### src/srmq_pkg.sv
// Shared constants and types for the shift-right-algebraic datapath
package srmq_pkg;

  // Word width of the fixed-point datapath
  localparam int WORD_W = 32;

  // APB register byte offsets
  localparam logic [7:0] OFF_CTRL   = 8'h00;
  localparam logic [7:0] OFF_SRC    = 8'h04;
  localparam logic [7:0] OFF_AMOUNT = 8'h08;
  localparam logic [7:0] OFF_INSTR  = 8'h0C;
  localparam logic [7:0] OFF_DEST   = 8'h10;
  localparam logic [7:0] OFF_AUXQ   = 8'h14;
  localparam logic [7:0] OFF_FLAGS  = 8'h18;
  localparam logic [7:0] OFF_STATUS = 8'h1C;

  // Control register fields and reset value
  localparam int          CTRL_LEGACY_BIT = 0;
  localparam logic [31:0] CTRL_RESET      = 32'h0000_0001;

  // Flags register fields
  localparam int FLAGS_CARRY_BIT = 0;
  localparam int FLAGS_SO_BIT    = 1;
  localparam int FLAGS_CR0_LSB   = 4;

  // Status register fields
  localparam int STATUS_DONE_BIT    = 0;
  localparam int STATUS_ILLEGAL_BIT = 1;

  // Instruction fields, big-endian bit 0 is the word's MSB
  localparam int PRIMARY_MSB = 31;
  localparam int PRIMARY_LSB = 26;
  localparam int IMM_MSB     = 15;
  localparam int IMM_LSB     = 11;
  localparam int EXT_MSB     = 10;
  localparam int EXT_LSB     = 1;
  localparam int RECORD_POS  = 0;

  // Opcode values
  localparam logic [5:0] PRIMARY_OP = 6'h1F;
  localparam logic [9:0] EXT_IMM    = 10'h3B8;
  localparam logic [9:0] EXT_REG    = 10'h398;

  // Shift-amount register fields: bits 27-31 and bit 26
  localparam int AMT_MSB       = 4;
  localparam int AMT_LSB       = 0;
  localparam int AMT_FORCE_BIT = 5;

  // Datapath answer
  typedef struct packed {
    logic [31:0] dest;
    logic [31:0] aux_quotient;
    logic        carry_bit;
  } srmq_result_type;

  // Condition field 0, most significant first
  typedef struct packed {
    logic less_than_flag;
    logic greater_than_flag;
    logic equal_flag;
    logic summary_ovf;
  } srmq_cr0_type;

endpackage

### src/srmq_core.sv
// Rotate, mask, merge and carry datapath
`timescale 1ns/1ps
module srmq_core
  import srmq_pkg::*;
(
  input  wire logic [31:0]     src_in,
  input  wire logic [4:0]      amount_in,
  input  wire logic            force_zero_in,
  output srmq_result_type      result_out
);

  // Rotate left by 32 minus n equals rotate right by n, also for n of 0
  function automatic logic [31:0] rot_right(input logic [31:0] x,
                                            input logic [4:0]  n);
    logic [63:0] d;
    d = {x, x} >> n;
    return d[31:0];
  endfunction

  // n zeros then 32 minus n ones, MSB first
  function automatic logic [31:0] lead_zero_mask(input logic [4:0] n);
    return 32'hFFFF_FFFF >> n;
  endfunction

  logic [31:0] rotated;
  logic [31:0] mask;
  logic [31:0] sign_word;

  // Rotated source
  assign rotated = rot_right(src_in, amount_in);

  // Mask; bit 26 of the amount word wipes it out
  assign mask = force_zero_in ? 32'h0000_0000
                              : lead_zero_mask(amount_in);

  // Sign word is the source sign bit copied everywhere
  assign sign_word = {32{src_in[31]}};

  // Merge, quotient copy and carry
  assign result_out.dest = (rotated & mask) | (sign_word & ~mask);
  assign result_out.aux_quotient = rotated;
  assign result_out.carry_bit = (|(rotated & ~mask)) & src_in[31];

endmodule

### src/srmq_top.sv
// APB-reached shift-right-algebraic unit with quotient register
`timescale 1ns/1ps
module srmq_top
  import srmq_pkg::*;
(
  input  wire logic        clk_in,
  input  wire logic        rst_in,
  input  wire logic        psel_in,
  input  wire logic        penable_in,
  input  wire logic        pwrite_in,
  input  wire logic [7:0]  paddr_in,
  input  wire logic [31:0] pwdata_in,
  output logic      [31:0] prdata_out,
  output logic             pready_out,
  output logic             pslverr_out,
  output logic      [31:0] dest_reg_out,
  output logic      [31:0] aux_quotient_reg_out,
  output logic             carry_bit_out,
  output srmq_cr0_type     cr0_out,
  output logic             done_out,
  output logic             illegal_out
);

  // Register map, byte addresses:
  //   0x00 control; bit 0 enables the legacy instructions
  //   0x04 source operand
  //   0x08 shift amount; bits 4:0 amount, bit 5 empties the mask in the register form
  //   0x0C instruction; each write is one issue attempt
  //   0x10 destination result, read only
  //   0x14 quotient register, read only
  //   0x18 flags; bit 0 carry, bit 1 summary overflow
  //        bits 7:4 condition field 0, read only
  //   0x1C status; bit 0 done, bit 1 illegal, write one to clear
  // Writes to read-only words or bits are dropped without error;
  // only an address outside the map answers with an error.
  // Every access, mapped or not, answers after exactly one cycle,
  // so the bus never stalls on this unit.

  // One issue, cycle by cycle:
  //   setup cycle   instruction address and word on the bus
  //   access cycle  pready high, decode and datapath settle
  //   closing edge  result, quotient and carry load, field 0 too if record is set
  //   next cycle    done pulses once, status done is set
  // Operands are the register contents at the closing edge, so
  // software must load source and amount before the instruction.
  // There is no pipelining: one instruction per bus write, and the
  // results stand until the next legal issue.

  // Software-visible state
  logic [31:0]     ctrl;
  logic [31:0]     source_reg;
  logic [31:0]     shift_amount_reg;
  logic [31:0]     instr;
  logic            summary_ovf;
  logic            done_flag;

  // Access-phase qualifiers
  logic            setup_phase;
  logic            access_done;
  logic            wr_commit;
  logic            addr_known;

  // Per-register write strobes
  logic            wr_ctrl;
  logic            wr_src;
  logic            wr_amount;
  logic            wr_instr;
  logic            wr_flags;
  logic            wr_status;

  // Decode of the word being written to the instruction register
  logic [5:0]      dec_primary;
  logic [9:0]      dec_ext;
  logic [4:0]      dec_imm;
  logic            dec_record;
  logic            dec_is_imm;
  logic            dec_is_reg;
  logic            dec_legal;
  logic            legacy_en;
  logic            exec_go;
  logic            exec_bad;

  // Datapath operands and answer
  logic [4:0]      amount_sel;
  logic            force_zero;
  srmq_result_type core_result;

  // Condition field built from the new destination
  srmq_cr0_type    next_cr0;
  logic [31:0]     next_rdata;

  // APB phase decode
  assign setup_phase = psel_in & ~penable_in;
  assign access_done = psel_in & penable_in & pready_out;
  assign wr_commit   = access_done & pwrite_in;

  // Only whole word addresses match; a byte offset inside a word is
  // treated as unmapped.
  // Address map check, used only by the error answer, not the read mux
  assign addr_known = (paddr_in == OFF_CTRL)   |
                      (paddr_in == OFF_SRC)    |
                      (paddr_in == OFF_AMOUNT) |
                      (paddr_in == OFF_INSTR)  |
                      (paddr_in == OFF_DEST)   |
                      (paddr_in == OFF_AUXQ)   |
                      (paddr_in == OFF_FLAGS)  |
                      (paddr_in == OFF_STATUS);

  // Strobes fire only in the one cycle that pready is high, so a
  // transfer can never write its register twice.
  // Write strobes only at the edge the master samples pready
  assign wr_ctrl   = wr_commit & (paddr_in == OFF_CTRL);
  assign wr_src    = wr_commit & (paddr_in == OFF_SRC);
  assign wr_amount = wr_commit & (paddr_in == OFF_AMOUNT);
  assign wr_instr  = wr_commit & (paddr_in == OFF_INSTR);
  assign wr_flags  = wr_commit & (paddr_in == OFF_FLAGS);
  assign wr_status = wr_commit & (paddr_in == OFF_STATUS);

  // The instruction word counts bit 0 as its most significant bit.
  // The package positions are already converted to vector indices,
  // so primary sits in 31:26, extended code in 10:1, record in 0.
  // Decode looks at the bus word, not the stored copy, so an issue
  // acts on the instruction in the same cycle that it is written.
  // Field extraction from the incoming instruction word
  assign dec_primary = pwdata_in[PRIMARY_MSB:PRIMARY_LSB];
  assign dec_ext     = pwdata_in[EXT_MSB:EXT_LSB];
  assign dec_imm     = pwdata_in[IMM_MSB:IMM_LSB];
  assign dec_record  = pwdata_in[RECORD_POS];

  // Any other extended code under the same primary opcode is left
  // to the refusal path below.
  // Both forms share the primary opcode
  assign dec_is_imm = (dec_primary == PRIMARY_OP) &
                      (dec_ext == EXT_IMM);
  assign dec_is_reg = (dec_primary == PRIMARY_OP) &
                      (dec_ext == EXT_REG);
  assign dec_legal  = dec_is_imm | dec_is_reg;

  // The gate is applied after decode so that a disabled unit still
  // reports the attempt through the illegal flag.
  // Variant gate: with legacy mode off, both opcodes count as illegal
  assign legacy_en = ctrl[CTRL_LEGACY_BIT];
  assign exec_go   = wr_instr & dec_legal & legacy_en;
  assign exec_bad  = wr_instr & ~(dec_legal & legacy_en);

  // The register form reads only the low six bits of the amount
  // word; higher bits are kept for read-back but never used.
  // Amount source: immediate field or low bits of the amount register
  assign amount_sel = dec_is_imm ? dec_imm
                    : shift_amount_reg[AMT_MSB:AMT_LSB];

  // An immediate issue ignores bit 5 of the amount word even if it
  // was left set by an earlier register-form issue.
  // The force bit only exists for the register form
  assign force_zero = dec_is_reg &
                      shift_amount_reg[AMT_FORCE_BIT];

  // The datapath is purely combinational; its answer is captured
  // only on a legal issue, so its value at other times never
  // reaches a port.
  // Rotate, mask, merge and carry
  srmq_core u_core (
    .src_in        (source_reg),
    .amount_in     (amount_sel),
    .force_zero_in (force_zero),
    .result_out    (core_result)
  );

  // Field 0 is built from the value about to be loaded, not from
  // the destination register, which still holds the old result.
  // A negative result gives 0x8 with summary overflow clear.
  // Signed compare of the new destination against zero
  assign next_cr0.less_than_flag    = core_result.dest[31];
  assign next_cr0.greater_than_flag = ~core_result.dest[31] &
                                      (|core_result.dest);
  assign next_cr0.equal_flag        = ~(|core_result.dest);
  // Summary overflow is copied, never raised here
  assign next_cr0.summary_ovf       = summary_ovf;

  // Reads are taken from the setup cycle and answered one cycle
  // later, so a read straight after a write sees the new value.
  // Read mux; unmapped addresses read as zero and flag an error
  always_comb begin
    next_rdata = 32'h0000_0000;
    unique case (paddr_in)
      OFF_CTRL:   next_rdata = ctrl;
      OFF_SRC:    next_rdata = source_reg;
      OFF_AMOUNT: next_rdata = shift_amount_reg;
      OFF_INSTR:  next_rdata = instr;
      OFF_DEST:   next_rdata = dest_reg_out;
      OFF_AUXQ:   next_rdata = aux_quotient_reg_out;
      OFF_FLAGS: begin
        next_rdata[FLAGS_CARRY_BIT] = carry_bit_out;
        next_rdata[FLAGS_SO_BIT]    = summary_ovf;
        next_rdata[FLAGS_CR0_LSB +: 4] = cr0_out;
      end
      OFF_STATUS: begin
        next_rdata[STATUS_DONE_BIT]    = done_flag;
        next_rdata[STATUS_ILLEGAL_BIT] = illegal_out;
      end
      default:    next_rdata = 32'h0000_0000;
    endcase
  end

  // Error and read data stand only while pready is high and are
  // zero otherwise, which keeps stale data off an idle bus.
  // APB answer: one fixed wait-free access phase, all from flops.
  // Registering pready costs nothing since setup always precedes access.
  always_ff @(posedge clk_in) begin
    if (rst_in) begin
      pready_out  <= 1'b0;
      pslverr_out <= 1'b0;
      prdata_out  <= 32'h0000_0000;
    end else begin
      pready_out  <= setup_phase;
      pslverr_out <= setup_phase & ~addr_known;
      prdata_out  <= setup_phase ? next_rdata : 32'h0000_0000;
    end
  end

  // Control keeps only the enable bit; the other bits read as zero
  // whatever software writes to them.
  // Plain configuration and operand registers
  always_ff @(posedge clk_in) begin
    if (rst_in) begin
      ctrl             <= CTRL_RESET;
      source_reg       <= 32'h0000_0000;
      shift_amount_reg <= 32'h0000_0000;
      instr            <= 32'h0000_0000;
    end else begin
      if (wr_ctrl) begin
        ctrl <= pwdata_in & CTRL_RESET;
      end
      if (wr_src) begin
        source_reg <= pwdata_in;
      end
      if (wr_amount) begin
        shift_amount_reg <= pwdata_in;
      end
      if (wr_instr) begin
        instr <= pwdata_in;
      end
    end
  end

  // A refused issue leaves both words untouched, so software can
  // still read the last good result after an illegal attempt.
  // Destination and quotient update together on a legal issue
  always_ff @(posedge clk_in) begin
    if (rst_in) begin
      dest_reg_out         <= 32'h0000_0000;
      aux_quotient_reg_out <= 32'h0000_0000;
    end else if (exec_go) begin
      dest_reg_out         <= core_result.dest;
      aux_quotient_reg_out <= core_result.aux_quotient;
    end
  end

  // Carry is the only exception-register bit that an issue touches;
  // overflow is never raised by these instructions.
  // Carry follows every legal issue of either form, record bit or not.
  // Software may also load it, but an issue in the same cycle wins.
  always_ff @(posedge clk_in) begin
    if (rst_in) begin
      carry_bit_out <= 1'b0;
    end else if (exec_go) begin
      carry_bit_out <= core_result.carry_bit;
    end else if (wr_flags) begin
      carry_bit_out <= pwdata_in[FLAGS_CARRY_BIT];
    end
  end

  // Software owns this bit entirely; an issue only copies it into
  // field 0 and never changes it.
  // Summary overflow is only ever set by software; the unit has no
  // overflow condition of its own
  always_ff @(posedge clk_in) begin
    if (rst_in) begin
      summary_ovf <= 1'b0;
    end else if (wr_flags) begin
      summary_ovf <= pwdata_in[FLAGS_SO_BIT];
    end
  end

  // The record bit is taken from the bus word of the issue itself,
  // so each issue decides alone whether field 0 moves.
  // Condition field 0 changes only when the record bit is set
  always_ff @(posedge clk_in) begin
    if (rst_in) begin
      cr0_out <= '0;
    end else if (exec_go & dec_record) begin
      cr0_out <= next_cr0;
    end
  end

  // A refused issue gives no pulse, so the pipeline can tell the
  // two outcomes apart without reading the status word.
  // One-cycle completion pulse for the surrounding pipeline
  always_ff @(posedge clk_in) begin
    if (rst_in) begin
      done_out <= 1'b0;
    end else begin
      done_out <= exec_go;
    end
  end

  // Software polls this word when it cannot watch the done pulse.
  // Sticky done flag; a new issue beats a write-one-to-clear
  always_ff @(posedge clk_in) begin
    if (rst_in) begin
      done_flag <= 1'b0;
    end else if (exec_go) begin
      done_flag <= 1'b1;
    end else if (wr_status & pwdata_in[STATUS_DONE_BIT]) begin
      done_flag <= 1'b0;
    end
  end

  // With the legacy enable cleared both opcodes are refused here,
  // exactly as an unknown opcode would be.
  // Sticky illegal flag; a refused issue beats a write-one-to-clear
  always_ff @(posedge clk_in) begin
    if (rst_in) begin
      illegal_out <= 1'b0;
    end else if (exec_bad) begin
      illegal_out <= 1'b1;
    end else if (wr_status & pwdata_in[STATUS_ILLEGAL_BIT]) begin
      illegal_out <= 1'b0;
    end
  end

endmodule

### config.mk
export PLATFORM = sky130hd
export DESIGN_NAME = srmq_top
export DESIGN_NICKNAME = d
export VERILOG_FILES = /design/src/srmq_pkg.sv /design/src/srmq_core.sv /design/src/srmq_top.sv
export SDC_FILE = /design/constraint.sdc
export NUM_CORES = 1
export LEC_CHECK = 0
export BUFFER_PORTS_ARGS = -buffer_cell sky130_fd_sc_hd__buf_2
export CAP_MARGIN = 20
export CORE_ASPECT_RATIO = 0.7
export CORE_MARGIN = 2
export CORE_UTILIZATION = 50
export CTS_CLUSTER_SIZE = 30
export DETAILED_ROUTE_END_ITERATION = 6
export PLACE_DENSITY = 0.68
export SLEW_MARGIN = 20
export SYNTH_ARGS = -nofsm -noshare
export SYNTH_HDL_FRONTEND = slang
export SYNTH_SLANG_ARGS = --single-unit
### constraint.sdc
create_clock -name clk_in -period 4.97 [get_ports clk_in]
set_clock_uncertainty 0.05 [all_clocks]
set_input_delay 0.497 -clock clk_in [delete_from_list [all_inputs] [get_ports clk_in]]
set_output_delay 0.497 -clock clk_in [all_outputs]
set_load 0.02 [all_outputs]
==> out/qor.txt <==
Via count: 12485
Min-Delay Path Depth: 3
Worst EP arrival: 5.11 ns
Worst Hold Endpoint: shift_amount_reg[20]
Initial antenna violation count: 0
Final GP Congestion: 1.120
Worst-path clk slew: 0.06 ns
Post-CTS Resized: 0
Final setup TNS: 0 ns
Period utilization: 94.76%
Longest Clk Path Bufs: 3
Synth area leaders: dfxtp_1, nand2_1, a22oi_1
PwrDens: 268.8 mW/mm^2
Leak: 4.752 nW
Hold Buf Count CTS: 0
Slowest cell on crit path: mux2_4
Cts bufs inserted: 20
Most common cell after layout, fill and taps aside: nand2_1
Die X: 180.3 um
Net Count, Synth: 1481
Post-synthesis sequential area ratio: 37.56%
Chip height: 127.4 um
Final nets: 1601
P&R area growth vs syn: 18.00%
Area leader, netlist: dfxtp_1
# setup viols final: 0
Vias per inst: 6.741
Max_cap viols: 0
Net switching fraction of the power: 21.76%
Reg2Reg Setup Slack: 0.81 ns
Status: complete, no violations
Ys flop type: dfxtp_1
Number of global-route vias before repair: 11195
Root buffer selected by CTS: clkbuf_16
Clock power share: 49.9%
Final instance area: 0.01283 sq mm
Comb pwr share: 2.7%
Fmax: 212.3 MHz
Min cycle time layout: 4.710 ns
Commonest non-fill, non-tap cells in the layout: nand2_1, dfxtp_1, a21oi_1
IO Count: 150
Core area: 0.02151 sq mm
FILL cells: 2025
Clk Latency, worst-skew pair: 0.52 ns
Clk sinks: 204
Post-Layout Cell Count: 1852
IO buf count: 149
Crit-path cells: buf_2, and4bb_1, nand4_1, mux2_4, mux2i_1, a22oi_1, nand2_1, o2bb2ai_1, nor2_1, a2bb2o_1, nor4_1, and4_1, a22o_1
CTS H-tree depth: 1
Layout cell share with drive strength beyond 1: 18.79%
Post-synth EDFFs: 0
Syn Area/Cell: 7.572 sq um
Hold path startpoint: pwdata_in[20]
R2R depth: 10
Crit. End Element: flip-flop
Largest net degree at the start of global routing: 97
Post-DP Area: 0.01209 sq mm
Number of remaining DRC errors: 0
Met1 Track Usage GR: 58.82%
M2 GR Usage: 61.07%
Post-CTS setup buffers: 0
Total grt overflow: 0
Routed WL: 49640 um
GR Util met3: 12.37%
Post-Syn Area: 0.01087 sq mm
Gr busiest metal: met2
Final ANT Viol Nets: 0
Asr flop ratio synth: 0%
Yosys Warn Count: 0
Worst r2r src: shift_amount_reg[0]
Critical path data required time: 5.37 ns
Max Slew Vio Count: 0
Synth Register Bits: 204
Setup CP Type: in -> reg
Synth top area share: 37.56%
Row cnt: 45
Int Power: 2.698 mW
Worst min-delay path class: in -> reg
CTS tree: done
Relative slew slack: 26.61%
Max VDD drop: 0.2713 mV
Crit path max fanout: 33
Worst-Margin Slew: 1.101 ns
Hpwl dp: 35850 um
Reg2reg end: cr0_out[1]
Die area: 0.02296 sq mm
Sw power: 0.7506 mW
Diode count: 0
Crit path launch type: input port
Post-DR wirelength/cell: 26.80 um
Slowest stage delay, CP: 0.70 ns
Seq pwr share: 47.4%
Yosys cell types: 70
Pre-Repair DR Iteration Count: 6
Placed insts: 1816
First-pass GRT wire length: 73520 um
Cells after Synth: 1436
Fin. Hold Viols: 0
Total GRT Usage: 41.72%
RSZ-0062 raised after global routing: false
Initial core utilization: 50.55%
DRT iter0 DRCs: 2079
==> worst max path at each step <==
stage | from | endpoint | slack, ns | cells past startpoint
3_3_place_gp | pwdata_in[1] | cr0_out[2] | 0.004 | 13
5_1_grt | pwdata_in[1] | cr0_out[1] | 0.34 | 13
2_1_floorplan | pwdata_in[31] | carry_bit_out | 1.46 | 14
6_report | pwdata_in[1] | cr0_out[1] | 0.26 | 13
4_1_cts | pwdata_in[1] | cr0_out[1] | 0.61 | 13
3_5_place_dp | pwdata_in[1] | cr0_out[2] | 0.09 | 13
==> stage by stage <==
stage                     setup WS [ns]  util (%)  power [mW]  hold WS, ns
after floorplan                   1.456         -       1.713       0.3859
after global placement         0.003627     56.23       1.760       0.3919
after detailed placement        0.09327     56.23       1.761       0.3960
after CTS                        0.6063     59.65       3.444       0.1944
after global routing             0.3369     59.65       3.522       0.2093
final                            0.2602     59.65       3.449       0.1947
==> layer usage <==
metal  part of all wire (%)  wire, um
met3                     14      6897
met5                      0         0
met2                     41     20480
met4                    4.1      2059
met1                     41     20200
==> area by class of cell <==
type                       instances  area, sq um  area share (%)
multi-input combinational       1100         6289           49.02
clock buffer                      28        591.8           4.613
tap                              282        352.8           2.750
timing repair buffer             220         1331           10.38
sequential                       204         4084           31.83
clock inverter                     8        143.9           1.122
inverter                          10        37.54          0.2926
==> cells in the mapped netlist, types with 12 or more instances <==
cell type and n:
a211oi_1 61, a21oi_1 164, a22o_1 27, a22oi_1 110, and2_1 13, clkbuf_1 103
dfxtp_1 204, mux2_2 12, mux2i_1 37, nand2_1 319, nand3_1 16, nor2_1 112
nor3_1 31, o211ai_1 12, o21ai_0 48, o22ai_1 24
==> logic make-up (layout without fill, tap and decap cells) <==
| group | after synthesis | after routing | share of synthesized area [%] |
|---|---|---|---|
| flops | 204 | 204 | 37.56 |
| compound gates | 502 | 502 | 30.47 |
| simple gates | 538 | 538 | 20.91 |
| mux | 60 | 60 | 6.133 |
| buf+inv | 132 | 266 | 4.925 |
==> critical path, delay by kind of cell <==
family          cells  cell delay (ns)
buf+inv             1             0.15
compound gates      4             0.76
mux                 2             1.32
simple gates        6             2.36
==> power groups by stage <==
stage	Sequential [mW]	Clock, mW	Combinational, mW
floorplan	1.67	0	0.0402
global placement	1.67	0	0.0877
detailed placement	1.67	0	0.0885
CTS	1.63	1.72	0.0890
global route	1.63	1.79	0.0970
finish	1.63	1.72	0.0930
No activity file was read; power rests on OpenSTA's default activity.
